==> src/inc/ddrd_map.svh <==
/*
 * constants of the dual-line ddr read handler: command codes, phase
 * lengths, latency tables, array size and buffer shape.
 * assumes it is included by bare name wherever a constant is needed.
 */
//==============================================================
// Behaviour
// - BDh takes three or four address bytes
// - BEh always takes four address bytes
// - data leaves two bits per edge
// - address and mode arrive two bits per edge
// - latency clocks set by latency code
// - basic table: instruction, address, latency, no mode
// - inputs ignored during latency clocks
// - complementary mode nibbles enter continuous mode
// - other mode nibbles leave continuous mode
// - short invalid frame leaves continuous mode
// - address counter advances once per byte
// - counter wraps from top to zero
// - pause input has no effect
// - pattern fills last seven latency edges
// - same pattern bits 7 down to 1 on both lines
`ifndef DDRD_MAP_SVH
`define DDRD_MAP_SVH

//==============================================================
// command codes
`define DDRD_CMD_READ 8'hbd
`define DDRD_CMD_READ4 8'hbe

//==============================================================
// phase lengths, in serial clock edges unless noted
`define DDRD_INSTR_BITS 6'h08
`define DDRD_ADDR3_EDGES 6'h0c
`define DDRD_ADDR4_EDGES 6'h10
`define DDRD_MODE_EDGES 6'h04
`define DDRD_PREAMBLE_EDGES 6'h08
`define DDRD_SHORT_FRAME_RISES 4'h8
`define DDRD_SCK_MAX_MHZ 80

//==============================================================
// latency clocks per latency code, basic and extended tables
`define DDRD_LAT_BASIC0 5'h05
`define DDRD_LAT_BASIC1 5'h06
`define DDRD_LAT_BASIC2 5'h07
`define DDRD_LAT_BASIC3 5'h08
`define DDRD_LAT_EXT0 5'h04
`define DDRD_LAT_EXT1 5'h05
`define DDRD_LAT_EXT2 5'h06
`define DDRD_LAT_EXT3 5'h07

//==============================================================
// array and buffer
`define DDRD_ADDR_MAX 32'h03ff_ffff
`define DDRD_FIFO_DEPTH 32
`define DDRD_FIFO_WIDTH 8

`endif

==> src/inc/ddrd_pkg.sv <==
/*
 * types of the dual-line ddr read handler.
 * assumes the constants header sits beside it.
 */
//==============================================================
// package
package ddrd_pkg;
   // frame phases, one-hot
   typedef enum logic [6:0] {
      ST_IDLE = 7'h01, // select high
      ST_INSTR = 7'h02, // single-rate instruction
      ST_ADDR = 7'h04, // double-rate address
      ST_MODE = 7'h08, // double-rate mode byte
      ST_DUMMY = 7'h10, // latency, optional pattern
      ST_DATA = 7'h20, // array data out
      ST_IGNORE = 7'h40 // foreign command, wait for select high
   } ddrd_state_type;
endpackage

==> src/verilog/ddrd_fifo.sv <==
/*
 * small synchronous fifo with valid and ready on both sides.
 * assumes flush and push never matter in the same cycle (flush wins).
 */
`timescale 1ns/100ps
`default_nettype none
//==============================================================
// fifo
module ddrd_fifo #(
   parameter int W = 8,
   parameter int D = 32
) (
   input wire logic i_mclk,
   input wire logic i_resetn,
   input wire logic i_flush,
   input wire logic i_in_valid,
   output logic o_in_ready,
   input wire logic [W-1:0] i_in_data,
   output logic o_out_valid,
   input wire logic i_out_ready,
   output logic [W-1:0] o_out_data
);
   localparam int AW = $clog2(D);
   logic [W-1:0] mem [D]; // storage flops
   logic [AW-1:0] wptr, next_wptr; // write index
   logic [AW-1:0] rptr, next_rptr; // read index
   logic [AW:0] count, next_count; // words held
   logic push, pop;

   assign o_in_ready = (count != (AW+1)'(D));
   assign o_out_valid = (count != '0);
   assign o_out_data = mem[rptr];
   assign push = i_in_valid & o_in_ready;
   assign pop = o_out_valid & i_out_ready;

   // pointer arithmetic; depth is a power of two so indices wrap freely
   always_comb begin
      next_wptr = push ? wptr + 1'b1 : wptr;
      next_rptr = pop ? rptr + 1'b1 : rptr;
      next_count = count + (AW+1)'(push) - (AW+1)'(pop);
      if (i_flush) begin
         next_wptr = '0;
         next_rptr = '0;
         next_count = '0;
      end
   end

   // register pointers
   always_ff @(posedge i_mclk or negedge i_resetn) begin
      if (!i_resetn) begin
         wptr <= '0;
         rptr <= '0;
         count <= '0;
      end else begin
         wptr <= next_wptr;
         rptr <= next_rptr;
         count <= next_count;
      end
   end

   // storage has no reset; contents are invalid until written
   always_ff @(posedge i_mclk) begin
      if (push) begin
         mem[wptr] <= i_in_data;
      end
   end
endmodule // ddrd_fifo
`default_nettype wire

==> src/verilog/ddrd_read.sv <==
/*
 * dual-line double-rate read handler of a serial flash: decodes the
 * instruction, gathers address and mode, counts latency, drives the
 * learning preamble and streams array bytes from a prefetch fifo.
 * assumes the array port answers each one-cycle request with one
 * i_array_valid pulse later, and the serial clock is far below i_mclk.
 */
`timescale 1ns/100ps
`default_nettype none
`include "ddrd_map.svh"
//==============================================================
// top
module ddrd_read (
   input wire logic i_mclk,
   input wire logic i_resetn,
   input wire logic i_sck, // serial clock pin
   input wire logic i_csn, // chip select pin, low active
   input wire logic [1:0] i_io, // io lines, input side
   output logic [1:0] o_io, // io lines, output side
   output logic [1:0] o_io_oe, // high while the device drives
   input wire logic i_four_byte_address_select,
   input wire logic i_extended_latency_table,
   input wire logic [1:0] i_latency_code,
   input wire logic i_learning_enable,
   input wire logic [7:0] i_learning_pattern,
   output logic o_array_rd, // one-cycle read request
   output logic [31:0] o_array_addr,
   input wire logic i_array_valid,
   input wire logic [7:0] i_array_data,
   output logic o_continuous
);
   //===========================================================
   // pin capture and edge finding
   logic [3:0] pins_s;
   logic sck_s, csn_s, sck_d, csn_d;
   logic [1:0] io_s;
   ddrd_sync #(.W(4)) u_sync (
      .i_mclk(i_mclk),
      .i_resetn(i_resetn),
      .i_async({i_sck, i_csn, i_io}),
      .o_sync(pins_s)
   );
   assign sck_s = pins_s[3];
   assign csn_s = pins_s[2];
   assign io_s = pins_s[1:0];

   // one flop behind the synchronised levels, for edges
   always_ff @(posedge i_mclk or negedge i_resetn) begin
      if (!i_resetn) begin
         sck_d <= 1'b1; // matches the synchroniser's reset level
         csn_d <= 1'b1;
      end else begin
         sck_d <= sck_s;
         csn_d <= csn_s;
      end
   end

   logic sck_rise, sck_fall, sck_edge, cs_rise, cs_fall;
   assign sck_rise = sck_s & ~sck_d;
   assign sck_fall = ~sck_s & sck_d;
   assign sck_edge = (sck_rise | sck_fall) & ~csn_s;
   assign cs_rise = csn_s & ~csn_d;
   assign cs_fall = ~csn_s & csn_d;

   //===========================================================
   // frame state
   ddrd_pkg::ddrd_state_type state, next_state;
   logic [5:0] cnt, next_cnt; // edges or bits in the phase
   logic [5:0] dnum, next_dnum; // latency length in edges
   logic [31:0] sh, next_sh; // address and instruction shifter
   logic [7:0] mode, next_mode; // mode byte
   logic four, next_four; // address is four bytes
   logic cont, next_cont; // continuous mode
   logic mode_done, next_mode_done; // mode byte taken this frame
   logic [3:0] rises, next_rises; // rising edges, saturating
   logic [1:0] out, next_out; // io drive value
   logic [1:0] oe, next_oe; // io drive enable
   logic [7:0] dbyte, next_dbyte; // byte being shifted out
   logic [1:0] bp, next_bp; // bit pair within the byte
   logic start_fetch; // latency begins, prefetch starts
   logic pop; // take a byte from the fifo
   logic fifo_valid, fifo_in_ready;
   logic [7:0] fifo_data;
   logic [31:0] load_addr;
   logic mode_comp;

   assign mode_comp = (mode[7:4] == ~mode[3:0]);

   // latency clocks from the selected table
   function automatic logic [4:0] lat_clocks(input logic ext,
                                             input logic [1:0] code);
      logic [4:0] n;
      n = `DDRD_LAT_BASIC0;
      case (code)
         2'h0: n = ext ? `DDRD_LAT_EXT0 : `DDRD_LAT_BASIC0;
         2'h1: n = ext ? `DDRD_LAT_EXT1 : `DDRD_LAT_BASIC1;
         2'h2: n = ext ? `DDRD_LAT_EXT2 : `DDRD_LAT_BASIC2;
         default: n = ext ? `DDRD_LAT_EXT3 : `DDRD_LAT_BASIC3;
      endcase
      return n;
   endfunction

   // next frame state; the pause pin is absent on purpose
   always_comb begin
      logic [5:0] j;
      logic [5:0] k;
      logic [5:0] aedges;
      logic go_data;
      j = cnt + 6'h01;
      k = j - (dnum - `DDRD_PREAMBLE_EDGES);
      aedges = four ? `DDRD_ADDR4_EDGES : `DDRD_ADDR3_EDGES;
      go_data = 1'b0;
      next_state = state;
      next_cnt = cnt;
      next_sh = sh;
      next_mode = mode;
      next_four = four;
      next_cont = cont;
      next_mode_done = mode_done;
      next_rises = rises;
      next_out = out;
      next_oe = oe;
      next_dbyte = dbyte;
      next_bp = bp;
      start_fetch = 1'b0;
      pop = 1'b0;
      if (cs_rise) begin
         // frame over: release lines and settle continuous mode
         next_state = ddrd_pkg::ST_IDLE;
         next_oe = 2'b00;
         if (mode_done) begin
            next_cont = mode_comp;
         end else if (cont && rises <= `DDRD_SHORT_FRAME_RISES &&
                      state == ddrd_pkg::ST_ADDR) begin
            next_cont = 1'b0;
         end
      end else if (cs_fall) begin
         // continuous mode skips the instruction
         next_state = cont ? ddrd_pkg::ST_ADDR : ddrd_pkg::ST_INSTR;
         next_cnt = '0;
         next_sh = '0;
         next_rises = '0;
         next_mode_done = 1'b0;
         next_bp = '0;
      end else if (sck_edge) begin
         if (sck_rise && rises != 4'hf) begin
            next_rises = rises + 4'h1;
         end
         case (state)
            ddrd_pkg::ST_INSTR: begin
               // single-rate, rising edges only, line 0
               if (sck_rise) begin
                  next_sh = {sh[30:0], io_s[0]};
                  next_cnt = j;
                  if (j == `DDRD_INSTR_BITS) begin
                     next_cnt = '0;
                     next_state = ddrd_pkg::ST_ADDR;
                     if (next_sh[7:0] == `DDRD_CMD_READ) begin
                        next_four = i_four_byte_address_select;
                     end else if (next_sh[7:0] == `DDRD_CMD_READ4) begin
                        next_four = 1'b1;
                     end else begin
                        next_state = ddrd_pkg::ST_IGNORE;
                     end
                  end
               end
            end
            ddrd_pkg::ST_ADDR: begin
               // two bits per edge from the first rising edge on
               if (cnt != '0 || sck_rise) begin
                  next_sh = {sh[29:0], io_s[1], io_s[0]};
                  next_cnt = j;
                  if (j == aedges) begin
                     next_cnt = '0;
                     if (i_extended_latency_table) begin
                        next_state = ddrd_pkg::ST_MODE;
                     end else begin
                        next_state = ddrd_pkg::ST_DUMMY;
                        start_fetch = 1'b1;
                     end
                  end
               end
            end
            ddrd_pkg::ST_MODE: begin
               next_mode = {mode[5:0], io_s[1], io_s[0]};
               next_cnt = j;
               if (j == `DDRD_MODE_EDGES) begin
                  next_cnt = '0;
                  next_mode_done = 1'b1;
                  next_state = ddrd_pkg::ST_DUMMY;
                  start_fetch = 1'b1;
               end
            end
            ddrd_pkg::ST_DUMMY: begin
               // io inputs are not looked at here
               next_cnt = j;
               if (j == dnum) begin
                  go_data = 1'b1;
               end else if (i_learning_enable &&
                            j > dnum - `DDRD_PREAMBLE_EDGES) begin
                  next_oe = 2'b11;
                  next_out = {2{i_learning_pattern[3'(7 - k + 1)]}};
               end
            end
            ddrd_pkg::ST_DATA: begin
               go_data = 1'b1;
            end
            ddrd_pkg::ST_IGNORE: begin
               next_state = ddrd_pkg::ST_IGNORE;
            end
            default: begin
               next_state = ddrd_pkg::ST_IDLE;
            end
         endcase
         if (go_data) begin
            // a byte every four edges, msb pair first
            next_state = ddrd_pkg::ST_DATA;
            next_oe = 2'b11;
            next_bp = bp + 2'h1;
            if (bp == 2'h0) begin
               pop = 1'b1;
               next_out = fifo_data[7:6];
               next_dbyte = {fifo_data[5:0], 2'b00};
            end else begin
               next_out = dbyte[7:6];
               next_dbyte = {dbyte[5:0], 2'b00};
            end
         end
      end
   end

   // the latency length is latched as the dummy phase starts
   always_comb begin
      load_addr = four ? next_sh : {8'h00, next_sh[23:0]};
      if (start_fetch) begin
         next_dnum = {lat_clocks(i_extended_latency_table,
                                 i_latency_code), 1'b0};
      end else begin
         next_dnum = dnum;
      end
   end

   // register frame state
   always_ff @(posedge i_mclk or negedge i_resetn) begin
      if (!i_resetn) begin
         state <= ddrd_pkg::ST_IDLE;
         cnt <= '0;
         dnum <= 6'h08;
         sh <= '0;
         mode <= '0;
         four <= 1'b0;
         cont <= 1'b0;
         mode_done <= 1'b0;
         rises <= '0;
         out <= 2'b00;
         oe <= 2'b00;
         dbyte <= '0;
         bp <= '0;
      end else begin
         state <= next_state;
         cnt <= next_cnt;
         dnum <= next_dnum;
         sh <= next_sh;
         mode <= next_mode;
         four <= next_four;
         cont <= next_cont;
         mode_done <= next_mode_done;
         rises <= next_rises;
         out <= next_out;
         oe <= next_oe;
         dbyte <= next_dbyte;
         bp <= next_bp;
      end
   end

   assign o_io = out;
   assign o_io_oe = oe;
   assign o_continuous = cont;

   //===========================================================
   // array prefetch into the fifo
   logic fetch_on, next_fetch_on; // prefetch enabled
   logic pending, next_pending; // one request in flight
   logic [31:0] addr_ctr, next_addr_ctr; // next array address
   logic issue;

   // only one request in flight, so fifo space is reserved at issue;
   // a full fifo stalls the counter rather than dropping bytes
   assign issue = fetch_on & ~pending & fifo_in_ready;
   assign o_array_rd = issue;
   assign o_array_addr = addr_ctr;

   // prefetch next values
   always_comb begin
      next_fetch_on = fetch_on;
      next_pending = pending;
      next_addr_ctr = addr_ctr;
      if (i_array_valid) begin
         next_pending = 1'b0;
      end
      if (issue) begin
         next_pending = 1'b1;
         if (addr_ctr == `DDRD_ADDR_MAX) begin
            next_addr_ctr = '0;
         end else begin
            next_addr_ctr = addr_ctr + 32'h1;
         end
      end
      if (start_fetch) begin
         next_fetch_on = 1'b1;
         next_addr_ctr = load_addr;
      end
      if (cs_rise) begin
         next_fetch_on = 1'b0;
      end
   end

   // register prefetch state
   always_ff @(posedge i_mclk or negedge i_resetn) begin
      if (!i_resetn) begin
         fetch_on <= 1'b0;
         pending <= 1'b0;
         addr_ctr <= '0;
      end else begin
         fetch_on <= next_fetch_on;
         pending <= next_pending;
         addr_ctr <= next_addr_ctr;
      end
   end

   ddrd_fifo #(.W(`DDRD_FIFO_WIDTH), .D(`DDRD_FIFO_DEPTH)) u_fifo (
      .i_mclk(i_mclk),
      .i_resetn(i_resetn),
      .i_flush(cs_rise),
      .i_in_valid(i_array_valid & fetch_on),
      .o_in_ready(fifo_in_ready),
      .i_in_data(i_array_data),
      .o_out_valid(fifo_valid),
      .i_out_ready(pop),
      .o_out_data(fifo_data)
   );

   //===========================================================
   // checks
   a_bd_width: assert property (@(posedge i_mclk) disable iff (!i_resetn)
      (state == ddrd_pkg::ST_INSTR && next_state == ddrd_pkg::ST_ADDR &&
       next_sh[7:0] == `DDRD_CMD_READ) |=>
      (four == $past(i_four_byte_address_select)))
      else $error("address width wrong after read command");
   a_be_width: assert property (@(posedge i_mclk) disable iff (!i_resetn)
      (state == ddrd_pkg::ST_INSTR && next_state == ddrd_pkg::ST_ADDR &&
       next_sh[7:0] == `DDRD_CMD_READ4) |=> four)
      else $error("four-byte command took a short address");
   a_mode_table: assert property (@(posedge i_mclk) disable iff (!i_resetn)
      (state == ddrd_pkg::ST_ADDR && next_state != ddrd_pkg::ST_ADDR &&
       !cs_rise && !cs_fall && !i_extended_latency_table) |=>
      (state == ddrd_pkg::ST_DUMMY))
      else $error("mode phase entered with basic table");
   a_dummy_quiet: assert property (@(posedge i_mclk) disable iff (!i_resetn)
      (state == ddrd_pkg::ST_DUMMY && !i_learning_enable &&
       $past(state) == ddrd_pkg::ST_DUMMY) |-> (o_io_oe == 2'b00))
      else $error("lines driven in latency without pattern");
   a_pattern_same: assert property (@(posedge i_mclk) disable iff (!i_resetn)
      (state == ddrd_pkg::ST_DUMMY && o_io_oe == 2'b11) |->
      (o_io[1] == o_io[0]))
      else $error("preamble differs between lines");
   a_byte_pop: assert property (@(posedge i_mclk) disable iff (!i_resetn)
      (pop && !cs_rise) |=> (o_io == $past(fifo_data[7:6])) ##0
      (o_io_oe == 2'b11))
      else $error("first pair of a byte not driven");
   a_cont_enter: assert property (@(posedge i_mclk) disable iff (!i_resetn)
      (cs_rise && mode_done && mode_comp) |=> o_continuous)
      else $error("complementary mode did not enter continuous");
   a_cont_leave: assert property (@(posedge i_mclk) disable iff (!i_resetn)
      (cs_rise && mode_done && !mode_comp) |=> !o_continuous)
      else $error("non-complementary mode kept continuous");
   a_short_exit: assert property (@(posedge i_mclk) disable iff (!i_resetn)
      (cs_rise && !mode_done && cont && state == ddrd_pkg::ST_ADDR &&
       rises <= `DDRD_SHORT_FRAME_RISES) |=> !o_continuous)
      else $error("short frame kept continuous mode");
   a_addr_step: assert property (@(posedge i_mclk) disable iff (!i_resetn)
      (issue && !start_fetch && addr_ctr != `DDRD_ADDR_MAX) |=>
      (o_array_addr == $past(addr_ctr) + 32'h1))
      else $error("address did not advance by one");
   a_addr_wrap: assert property (@(posedge i_mclk) disable iff (!i_resetn)
      (issue && !start_fetch && addr_ctr == `DDRD_ADDR_MAX) |=>
      (o_array_addr == 32'h0))
      else $error("address did not wrap to zero");
   // a pop from an empty buffer would repeat stale bytes out of order
   a_no_underrun: assert property (@(posedge i_mclk) disable iff (!i_resetn)
      pop |-> fifo_valid)
      else $error("byte taken from an empty prefetch buffer");
   c_cont: cover property (@(posedge i_mclk) cs_fall && cont);
   c_data: cover property (@(posedge i_mclk) state == ddrd_pkg::ST_DATA);
   c_pattern: cover property (@(posedge i_mclk)
      state == ddrd_pkg::ST_DUMMY && o_io_oe == 2'b11);
   c_wrap: cover property (@(posedge i_mclk)
      issue && addr_ctr == `DDRD_ADDR_MAX);
endmodule // ddrd_read
`default_nettype wire

==> src/verilog/ddrd_sync.sv <==
/*
 * two-flop synchronisers for pins from outside the clock domain.
 * assumes each bit is an independent level.
 */
`timescale 1ns/100ps
`default_nettype none
//==============================================================
// synchroniser
module ddrd_sync #(
   parameter int W = 4
) (
   input wire logic i_mclk,
   input wire logic i_resetn,
   input wire logic [W-1:0] i_async,
   output logic [W-1:0] o_sync
);
   genvar g;
   // one pair of flops per bit; first stage feeds only the second
   generate
      for (g = 0; g < W; g = g + 1) begin : g_bit
         logic meta;
         logic steady;
         always_ff @(posedge i_mclk or negedge i_resetn) begin
            if (!i_resetn) begin
               meta <= 1'b1;
               steady <= 1'b1;
            end else begin
               meta <= i_async[g];
               steady <= meta;
            end
         end
         assign o_sync[g] = steady;
      end
   endgenerate
endmodule // ddrd_sync
`default_nettype wire
==> config.mk <==
export PLATFORM = sky130hd
export DESIGN_NAME = ddrd_read
export DESIGN_NICKNAME = d
export VERILOG_FILES = /design/src/inc/ddrd_pkg.sv /design/src/verilog/ddrd_fifo.sv /design/src/verilog/ddrd_read.sv /design/src/verilog/ddrd_sync.sv
export VERILOG_INCLUDE_DIRS = /design/src /design/src/inc
export SDC_FILE = /design/constraint.sdc
export NUM_CORES = 1
export LEC_CHECK = 0
export ABC_AREA = 1
export BUFFER_PORTS_ARGS = -buffer_cell sky130_fd_sc_hd__buf_2
export CORE_ASPECT_RATIO = 1.2
export CORE_UTILIZATION = 55
export DETAILED_ROUTE_END_ITERATION = 10
export GPL_TIMING_DRIVEN = 1
export MAX_ROUTING_LAYER = met4
export PLACE_DENSITY_LB_ADDON = 0.05
export SETUP_SLACK_MARGIN = 0.1
export SYNTH_ARGS = -nofsm -noshare
export SYNTH_HDL_FRONTEND = slang
export SYNTH_SLANG_ARGS = --single-unit
==> constraint.sdc <==
create_clock -name i_mclk -period 4.5 [get_ports i_mclk]
set_clock_uncertainty 0.05 [all_clocks]
set_input_delay 0.675 -clock i_mclk [delete_from_list [all_inputs] [get_ports i_mclk]]
set_output_delay 0.675 -clock i_mclk [all_outputs]
set_load 0.02 [all_outputs]
==> impl_metrics.ini, run 1 <==
[clock_tree]
cts_buffer_depth = 3
cts_root_buf = clkbuf_16
hold_buffers = 0
clock_sinks = 391
numCtsBuffers = 40
post_cts_buffers = 0
worstSkewPairLatency_ns = 0.57
cts-htree-levels = 2
clkSlewWorstSetupHoldPaths_ns = 0.06
cts_resized = 0
cts_tree = done

[floorplan]
core_area_um2 = 33400
start_util_pct = 56.3
dieArea_um2 = 35000
fp-row-count = 73
io_pins = 66
die_x_um = 171
die_h_um = 205

[cells_and_area]
nFillCells = 2904
final_cell_mix = nand2_1, nor2_1, edfxtp_1
final_common_cell = nand2_1
drive_gt1_share_pct = 10.4
utilization_pct = 61.8
syn_to_final_growth_pct = 9.80
nNetsFinal = 2050
multi_input_area_um2 = 6670
seq_area_um2 = 11100
n_antenna_cell = 0

[synthesis]
netlist_area_um2 = 18800
synth_top_area_share_pct = 40.8
synth-main-ff-cell = edfxtp_1
synth_top_cells_by_area = edfxtp_1, dfrtp_1, nand2_1, nor2_1, o21ai_0
synthSimpleGateAreaFrac_pct = 19.5
seq_area_frac_synth_pct = 58.9
synth.avg_cell_area_um2 = 9.64
yosys.area.top_type = edfxtp_1
ys_async_sr_fraction_pct = 34.5
synth-warning-count = 0
ys_ff_latch = 391
syn_inst = 1953
synth_xor_area_share_pct = 1.12
synth_top_family_by_area = simple AND/OR/NAND/NOR gates
yosysUniqueCellTypes = 55
synth-compound-area-share_pct = 12.3
synth_edf_count = 256
synthAdderAreaFrac_pct = 2.17
synth_mux_area_share_pct = 0.293
syn_nets = 2013

[worst_setup_path]
cp.arrival_ns = 4.41
start_kind = register
crit_path_max_incr_delay_ns = 0.47
slowest_stage = dfrtp_2
rrSetupSlack_ns = 0.52
cp.required_ns = 4.93
critPathMostFrequentCell = inv_1
crit_path_end_kind = register
crit_type = register to register
critical_path_peak_fanout = 10

[timing]
hold_viol = 0
final_max_slew_viol_count = 0
timing.slew.headroom_pct = 30.0
rsz0062_at_grt = no
setup-violations-final = 0
period_needed_ns = 3.98
fmax_mhz = 251
finalSetupTns_ns = 0
worst_slew_pin_slew_ns = 1.04
fin_crit_sh_pct = 88.4

[place]
hpwl_um = 31700
place_congestion = 0.929
portBuffers = 65

[route]
antenna_left = 0
vias = 14500
drt-total-wl_um = 49200
drc = 0
drt_iter0_drc = 1382
dr.pass1.iters = 5
wl_per_cell_um = 20.0
via_per_inst = 5.90

[run]
cap_viol_max_count = 0

[global_routing]
antenna_found_initial = 0
grt_pass1_vias = 14000
grt_overflow = 0
grt_pass1_wl_um = 77300
grt_max_degree = 89
track_usage_pct = 29.7

[power_and_ir_drop]
irDropWorstVdd_uv = 308
power_density_nw_per_um2 = 370
p_leak_uw = 0.00802

[outcome]
outcome = finished clean

[min_path]
holdCritPathClass = primary input to asynchronous set/reset pin
-- kinds of logic after synthesis --
family	count (synthesis)
AO/OA/AOI/OAI	384
XOR/XNOR	24
adder cells (fa/ha/maj)	32
buffers and inverters	265
flip-flops	391
multiplexers	5
AND/OR/NAND/NOR	852
-- stage by stage --
| step | cells | power, µW | worst slack [ns] | instance area [µm²] | hold WS, ns |
|---|---|---|---|---|---|
| after detailed placement | 2398 | 4590 | 0.416 | 19500 | 0.298 |
| after floorplan | 1953 | 4370 | 0.893 | 18800 | 0.295 |
| after CTS | 2464 | 7690 | 0.392 | 20700 | 0.132 |
| after global placement | 2398 | 4580 | 0.496 | 19500 | 0.296 |
| final | 2464 | 7650 | 0.521 | 20700 | 0.0996 |
| after global routing | 2464 | 7900 | 0.140 | 20700 | 0.153 |
-- routing by layer --
metal  GRT usage [%]  vias to the layer above  routed length, µm
met4            7.78                        0                970
met1            41.4                     7100              21800
met5               -                        -                  0
li1                -                     6861                  -
met3            3.75                       73               3340
met2            46.2                      513              23000
-- final cells by class --
class,instances,area share [%]
timing repair buffer,87,2.40
multi-input combinational,1297,32.3
clock buffer,54,5.15
clock inverter,12,0.660
sequential,391,53.7
inverter,173,3.15
tap,450,2.72
-- critical path, delay by kind of cell, from the launching register on --
kind                     cells  cell delay (ns)
AO/OA/AOI/OAI                5             0.75
adder cells (fa/ha/maj)      4             0.94
buffers and inverters        5             0.29
flip-flops                   1             0.47
AND/OR/NAND/NOR             11             1.43
-- synth_stat cells, types with 13 or more instances --
library cell	instances
nand4_1	41
dfrtp_1	123
clkbuf_1	55
a22oi_1	14
inv_1	155
nor2_1	294
o211ai_1	32
nand3_1	138
buf_2	26
inv_2	13
nor3_1	35
edfxtp_1	256
nand2_1	312
ha_1	31
a21oi_1	32
o21ai_0	180
xor2_1	20
o22ai_1	81
-- final timing paths --
check / startpoint / endpoint / depth (start not counted)
max in group asynchronous: i_resetn / csn_d / 2
setup / recovery: cnt[0] / u_fifo.count[5] / 25
min in group i_mclk: i_csn / u_sync.g_bit[2].meta / 1
hold / removal: i_resetn / u_fifo.rptr[4] / 1
setup reg to reg: cnt[0] / u_fifo.count[5] / 25
hold reg to reg: u_sync.g_bit[0].meta / u_sync.g_bit[0].steady / 0
-- report_power, final --
part | switching (µW) | internal [µW] | total, µW
combinational | 390 | 173 | 564
clock | 1400 | 1730 | 3130
sequential | 66.3 | 3890 | 3960
-- state kept, by name, indices dropped and copies added, names as in the netlist, 5 cells and up --
signal,cells
u_fifo.count,6
u_fifo.mem,256
sh,32
state,7
cnt,6
dbyte,6
o_array_addr,32
u_fifo.rptr,5
mode,8
u_fifo.wptr,5
No activity file was read; power rests on OpenSTA's default activity.
==> run 2, diff against run 1 <==
Settings changed: SYNTH_HIERARCHICAL from default to 1.
==> run 2 against run 1 <==
Against the previous run:
- setup slack got worse by 0.038 ns
- global-route usage decreased by 1.4 points
- sequential share of layout area decreased by 1.8 points
- routed wire length about the same
- largest power group unchanged
==> impl_metrics.ini, run 2 <==
[timing]
worst_slew_pin_slew_ns = 1.09
final_max_slew_viol_count = 0
hold_viol = 0
fmax_mhz = 249
rsz0062_at_grt = no
timing.slew.headroom_pct = 27.1
period_needed_ns = 4.02
finalSetupTns_ns = 0
fin_crit_sh_pct = 89.3
setup-violations-final = 0

[route]
vias = 15000
via_per_inst = 5.49
drt_iter0_drc = 1202
drc = 0
drt-total-wl_um = 49200
dr.pass1.iters = 5
antenna_left = 0
wl_per_cell_um = 18.1

[clock_tree]
clock_sinks = 391
clkSlewWorstSetupHoldPaths_ns = 0.06
numCtsBuffers = 41
cts_buffer_depth = 3
cts_tree = done
hold_buffers = 0
cts-htree-levels = 2
cts_root_buf = clkbuf_16
worstSkewPairLatency_ns = 0.55

[synthesis]
yosys.area.top_type = edfxtp_1
syn_inst = 2201
synth.avg_cell_area_um2 = 8.90
synth.most_common_cell = nand2_1
synth-main-ff-cell = edfxtp_1
synth_edf_count = 256
syn_nets = 2261
netlist_area_um2 = 19600
seq_area_frac_synth_pct = 56.6
ys_ff_latch = 391
synth_top_cells_by_area = edfxtp_1, dfrtp_1, nand2_1, nand3_1, inv_1
synth-warning-count = 6
netlist_top_cells_count = nand2_1, nand3_1, inv_1, edfxtp_1, nor2_1
yosysUniqueCellTypes = 50
synth_top_area_share_pct = 39.2
ys_async_sr_fraction_pct = 34.5

[global_routing]
grt_max_degree = 112
grt_overflow = 0
antenna_found_initial = 0
grt_pass1_vias = 14400
track_usage_pct = 28.3
grt_pass1_wl_um = 77900

[outcome]
outcome = finished clean

[power_and_ir_drop]
power_density_nw_per_um2 = 369
irDropWorstVdd_uv = 341
power.share.sequential_pct = 50.7
power.switching_uw = 1970
clockPowerShare_pct = 40.5
swShare_pct = 25.0
p_int_uw = 5920
p_comb_share_pct = 8.8
p_leak_uw = 0.00914

[floorplan]
dieArea_um2 = 36400
io_pins = 66
core_area_um2 = 35000
die_x_um = 174
start_util_pct = 56.0
die_h_um = 209
fp-row-count = 75

[place]
place_congestion = 0.923
portBuffers = 65
dpl.cell_count = 2647
hpwl_um = 31700

[worst_setup_path]
crit_type = register to register
cp.required_ns = 4.87
rrSetupSlack_ns = 0.48
start_kind = register
critical_path_peak_fanout = 12
cp.arrival_ns = 4.39
crit_path_end_kind = register

[cells_and_area]
drive_gt1_share_pct = 9.16
top_register = u_fifo/mem
final_common_cell = nand2_1
nNetsFinal = 2288
nFillCells = 3025
seq_area_um2 = 11100
final_cell_mix = nand2_1, nand3_1, inv_1
layout.cells.non_filler = 2722
syn_to_final_growth_pct = 9.11
largest_reg_flops = 256
n_antenna_cell = 0
multi_input_area_um2 = 6930

[run]
cap_viol_max_count = 0

[min_path]
holdCritPathClass = primary input to register
run 2: changes by cell type after synthesis, sizes merged, moves of 4 or more:
cell | previous run | this run
a21oi | 33 | 38
xor2 | 20 | 16
o211ai | 32 | 13
nor3 | 37 | 32
nand3 | 140 | 275
nor2 | 300 | 176
o21ai | 188 | 70
inv | 168 | 278
o221ai | 9 | 2
a22oi | 23 | 17
nand2 | 322 | 637
buf | 37 | 73
clkbuf | 55 | 23
o22ai | 81 | 47
run 2: final cells by class:
| type | instances | area share [%] |
|---|---|---|
| clock inverters | 27 | 0.814 |
| clock buffers | 48 | 5.07 |
| inverters | 282 | 4.97 |
| flip-flops and latches | 391 | 51.9 |
| repair buffers | 80 | 2.14 |
| multi-input cells | 1432 | 32.4 |
| well taps | 462 | 2.70 |
run 2: critical path: stages, from the launching register on:
cell      delay [ns]
dfrtp_2         0.49
inv_1           0.15
ha_1            0.32
inv_1           0.04
ha_1            0.30
ha_1            0.15
nand3b_1        0.08
nor2_1          0.10
nand2_1         0.09
nand2_2         0.09
nand2_4         0.12
nor2_8          0.17
nand2_1         0.07
inv_1           0.10
nand2_1         0.12
inv_1           0.17
ha_1            0.16
inv_1           0.04
ha_1            0.21
fa_1            0.41
nand2_1         0.07
nand2_1         0.05
a21oi_1         0.15
xor2_1          0.15
nor2_1          0.05
run 2: power by group through the flow:
stage               clock network (µW)  registers, µW  logic [µW]
detailed placement                   0           4070         703
global route                      3390           4010         792
finish                            3190           4000         698
CTS                               3260           4000         706
global placement                     0           4070         701
floorplan                            0           4060         482
run 2: final timing paths:
| check | startpoint | to | cells past startpoint |
|---|---|---|---|
| max | cnt[0] | u_fifo/count[4] | 24 |
| min | i_io[0] | u_sync/g_bit[0].meta | 1 |
| max reg2reg | cnt[0] | u_fifo/count[4] | 24 |
| min reg2reg | u_sync/g_bit[2].meta | u_sync/g_bit[2].steady | 0 |
| max in group asynchronous | i_resetn | u_sync/g_bit[2].meta | 2 |
| min in group asynchronous | i_resetn | state[2] | 1 |
run 2: layer usage:
| layer | GRT usage (%) | wire [µm] | up-vias |
|---|---|---|---|
| met1 | 34.8 | 20300 | 7145 |
| li1 | - | - | 7344 |
| met3 | 2.86 | 1880 | 90 |
| met4 | 11.0 | 1760 | 0 |
| met5 | - | 0 | - |
| met2 | 48.0 | 25300 | 374 |
run 2: cells by family (layout without fill, tap and decap cells):
| family | count (synthesis) | in the layout | share of synthesized area, % |
|---|---|---|---|
| AND/OR/NAND/NOR | 1176 | 1176 | 26.1 |
| flip-flops | 391 | 391 | 56.6 |
| buffers and inverters | 378 | 437 | 8.07 |
| AO/OA/AOI/OAI | 200 | 200 | 6.07 |
| adder cells (fa/ha/maj) | 32 | 32 | 2.08 |
| XOR/XNOR | 20 | 20 | 0.894 |
| multiplexers | 4 | 4 | 0.224 |
run 2: stage by stage:
step / hold slack (ns) / utilization, % / instance area (µm²) / worst slack (ns) / total power [µW]
6_report: 0.181 / 61.1 / 21400 / 0.483 / 7890
5_1_grt: 0.159 / 61.1 / 21400 / 0.146 / 8200
4_1_cts: 0.160 / 61.1 / 21400 / 0.338 / 7970
3_5_place_dp: 0.303 / 57.5 / 20100 / 0.349 / 4770
3_3_place_gp: 0.301 / 57.5 / 20100 / 0.439 / 4770
2_1_floorplan: 0.295 / - / 19600 / 0.790 / 4540
run 2: timing repair:
item | in CTS | in global routing
setup buffers | 0 | 0
resized for setup | 0 | 1
setup endpoints to repair | 0 | 1
==> run 3, diff against run 2 <==
Settings changed: CTS_CLUSTER_DIAMETER from default to 40, SYNTH_HIERARCHICAL 1 to default.
==> run 3 against run 2 <==
Against the previous run:
- clock-buffer cell count increased by 14
- sequential power decreased by 1%
- clock power increased by 34%
- power increased by 11%
- non-clock buffer count increased by 7
- combinational power decreased by 20%
- final cell count decreased by 8.4%
- hold slack got worse by 0.093 ns
- final area decreased by 0.50%
- routed wire length increased by 0.15%
- flip-flop and latch count unchanged
- sequential share of layout area increased by 0.26 points
- critical endpoint is now u_fifo.count[5]
==> impl_metrics.ini, run 3 (synthesis results as in run 1) <==
[outcome]
outcome = finished clean

[cells_and_area]
nNetsFinal = 2061
largest_reg_flops = 256
top_register = u_fifo.mem
final_cell_mix = nand2_1, nor2_1, edfxtp_1
n_antenna_cell = 0
drive_gt1_share_pct = 11.9
utilization_pct = 63.6
nFillCells = 2836
syn_to_final_growth_pct = 13.0
final_common_cell = nand2_1

[route]
antenna_left = 0
drc = 0
dr.pass1.iters = 6
drt_iter0_drc = 1262
vias = 14600
via_per_inst = 5.84
drt-total-wl_um = 49300
wl_per_cell_um = 19.8

[worst_setup_path]
critical_path_peak_fanout = 10
reg2reg_from = cnt[0]
crit_path_end_kind = register
cp.required_ns = 4.94
r2r-end = u_fifo.count[5]
crit_type = register to register
cp.arrival_ns = 4.43
crit_end = u_fifo.count[5]
rrSetupSlack_ns = 0.51
crit_start = cnt[0]
start_kind = register
rr_worst_depth = 25

[clock_tree]
numCtsBuffers = 51
cts_buffer_depth = 3
clkSlewWorstSetupHoldPaths_ns = 0.06
cts_tree = done
cts-htree-levels = 2
post_cts_buffers = 0
cts_root_buf = clkbuf_16
worstSkewPairLatency_ns = 0.59
clock_sinks = 391

[power_and_ir_drop]
irDropWorstVdd_uv = 332
power_density_nw_per_um2 = 413
p_leak_uw = 0.00832

[global_routing]
grt_pass1_vias = 14000
use_met2_pct = 46.6
track_usage_pct = 29.8
grt_max_degree = 89
grt_pass1_wl_um = 77500
busiest_layer = met2
antenna_found_initial = 0
grt_overflow = 0
met3_usage_pct = 4.10
met1_usage_pct = 41.4

[timing]
timing.slew.headroom_pct = 30.8
period_needed_ns = 3.99
fin_crit_sh_pct = 88.7
final_max_slew_viol_count = 0
finalSetupTns_ns = 0
worst_slew_pin_slew_ns = 1.03
rsz0062_at_grt = no
hold_viol = 0
fmax_mhz = 250
setup-violations-final = 0

[place]
place_congestion = 0.929
portBuffers = 65
hpwl_um = 31700

[floorplan]
die_h_um = 205
io_pins = 66
die_x_um = 171
core_area_um2 = 33400
fp-row-count = 73
start_util_pct = 56.3
dieArea_um2 = 35000

[min_path]
holdCritPathClass = primary input to asynchronous set/reset pin

[run]
cap_viol_max_count = 0
-- run 3: where the power goes --
group          leakage, µW  internal [µW]  switching (µW)
sequential         0.00411           3890            65.1
clock             0.000875           2610            1660
combinational      0.00334            173             388
total              0.00832           6680            2110
-- run 3: critical path, cell delays in order, from the launching register on --
cell and delay, ns:
dfrtp_2 0.47, ha_1 0.28, or2_2 0.31, nand2_1 0.08, inv_1 0.06, ha_1 0.30
inv_1 0.07, nor2_1 0.10, nand3_1 0.08, nor2_1 0.12, nand2_1 0.07, nand2_2 0.19
nand3_2 0.13, nor2_2 0.18, ha_1 0.17, inv_1 0.06, ha_1 0.20, a21oi_1 0.14
inv_1 0.05, a31oi_1 0.23, nor2_1 0.07, nor2_1 0.10, inv_1 0.05, a21oi_1 0.15
o21ai_0 0.09, a21oi_1 0.13
-- run 3: per-stage QoR --
step / instance area, µm² / cells / hold WS, ns / total power (µW) / setup WS [ns]
after floorplan: 18800 / 1953 / 0.295 / 4370 / 0.893
after global placement: 19500 / 2398 / 0.296 / 4580 / 0.496
after detailed placement: 19500 / 2398 / 0.298 / 4590 / 0.416
after CTS: 21300 / 2493 / 0.113 / 8840 / 0.391
after global routing: 21300 / 2493 / 0.132 / 9070 / 0.142
final: 21300 / 2493 / 0.0887 / 8790 / 0.507
-- run 3: routing by layer --
metal	up-vias	part of all wire [%]
li1	6906	-
met1	7062	44
met2	522	47
met3	76	7.1
met4	0	2.1
met5	-	0
-- run 3: area by class of cell --
| cell class | count | area, µm² | share of cell area, % |
|---|---|---|---|
| Timing Repair Buffer | 87 | 497 | 2.34 |
| Clock buffer | 62 | 1370 | 6.44 |
| Inverter | 173 | 651 | 3.06 |
| Tap cell | 450 | 563 | 2.65 |
| Multi-Input combinational cell | 1297 | 6670 | 31.3 |
| Clock inverter | 33 | 435 | 2.05 |
| Sequential cell | 391 | 11100 | 52.1 |
-- run 3: worst min path at each step --
stage | start | end | depth (start not counted)
global route | i_io[1] | u_sync.g_bit[1].meta | 1
finish | i_resetn | u_fifo.rptr[3] | 1
floorplan | u_sync.g_bit[0].meta | u_sync.g_bit[0].steady | 0
CTS | i_resetn | u_fifo.wptr[0] | 1
global placement | u_sync.g_bit[0].meta | u_sync.g_bit[0].steady | 0
detailed placement | u_sync.g_bit[3].meta | u_sync.g_bit[3].steady | 0
-- run 3: repair_timing --
item,in CTS,in global routing
hold buffers,0,0
endpoints found under the setup margin,0,2
resized for setup,0,2
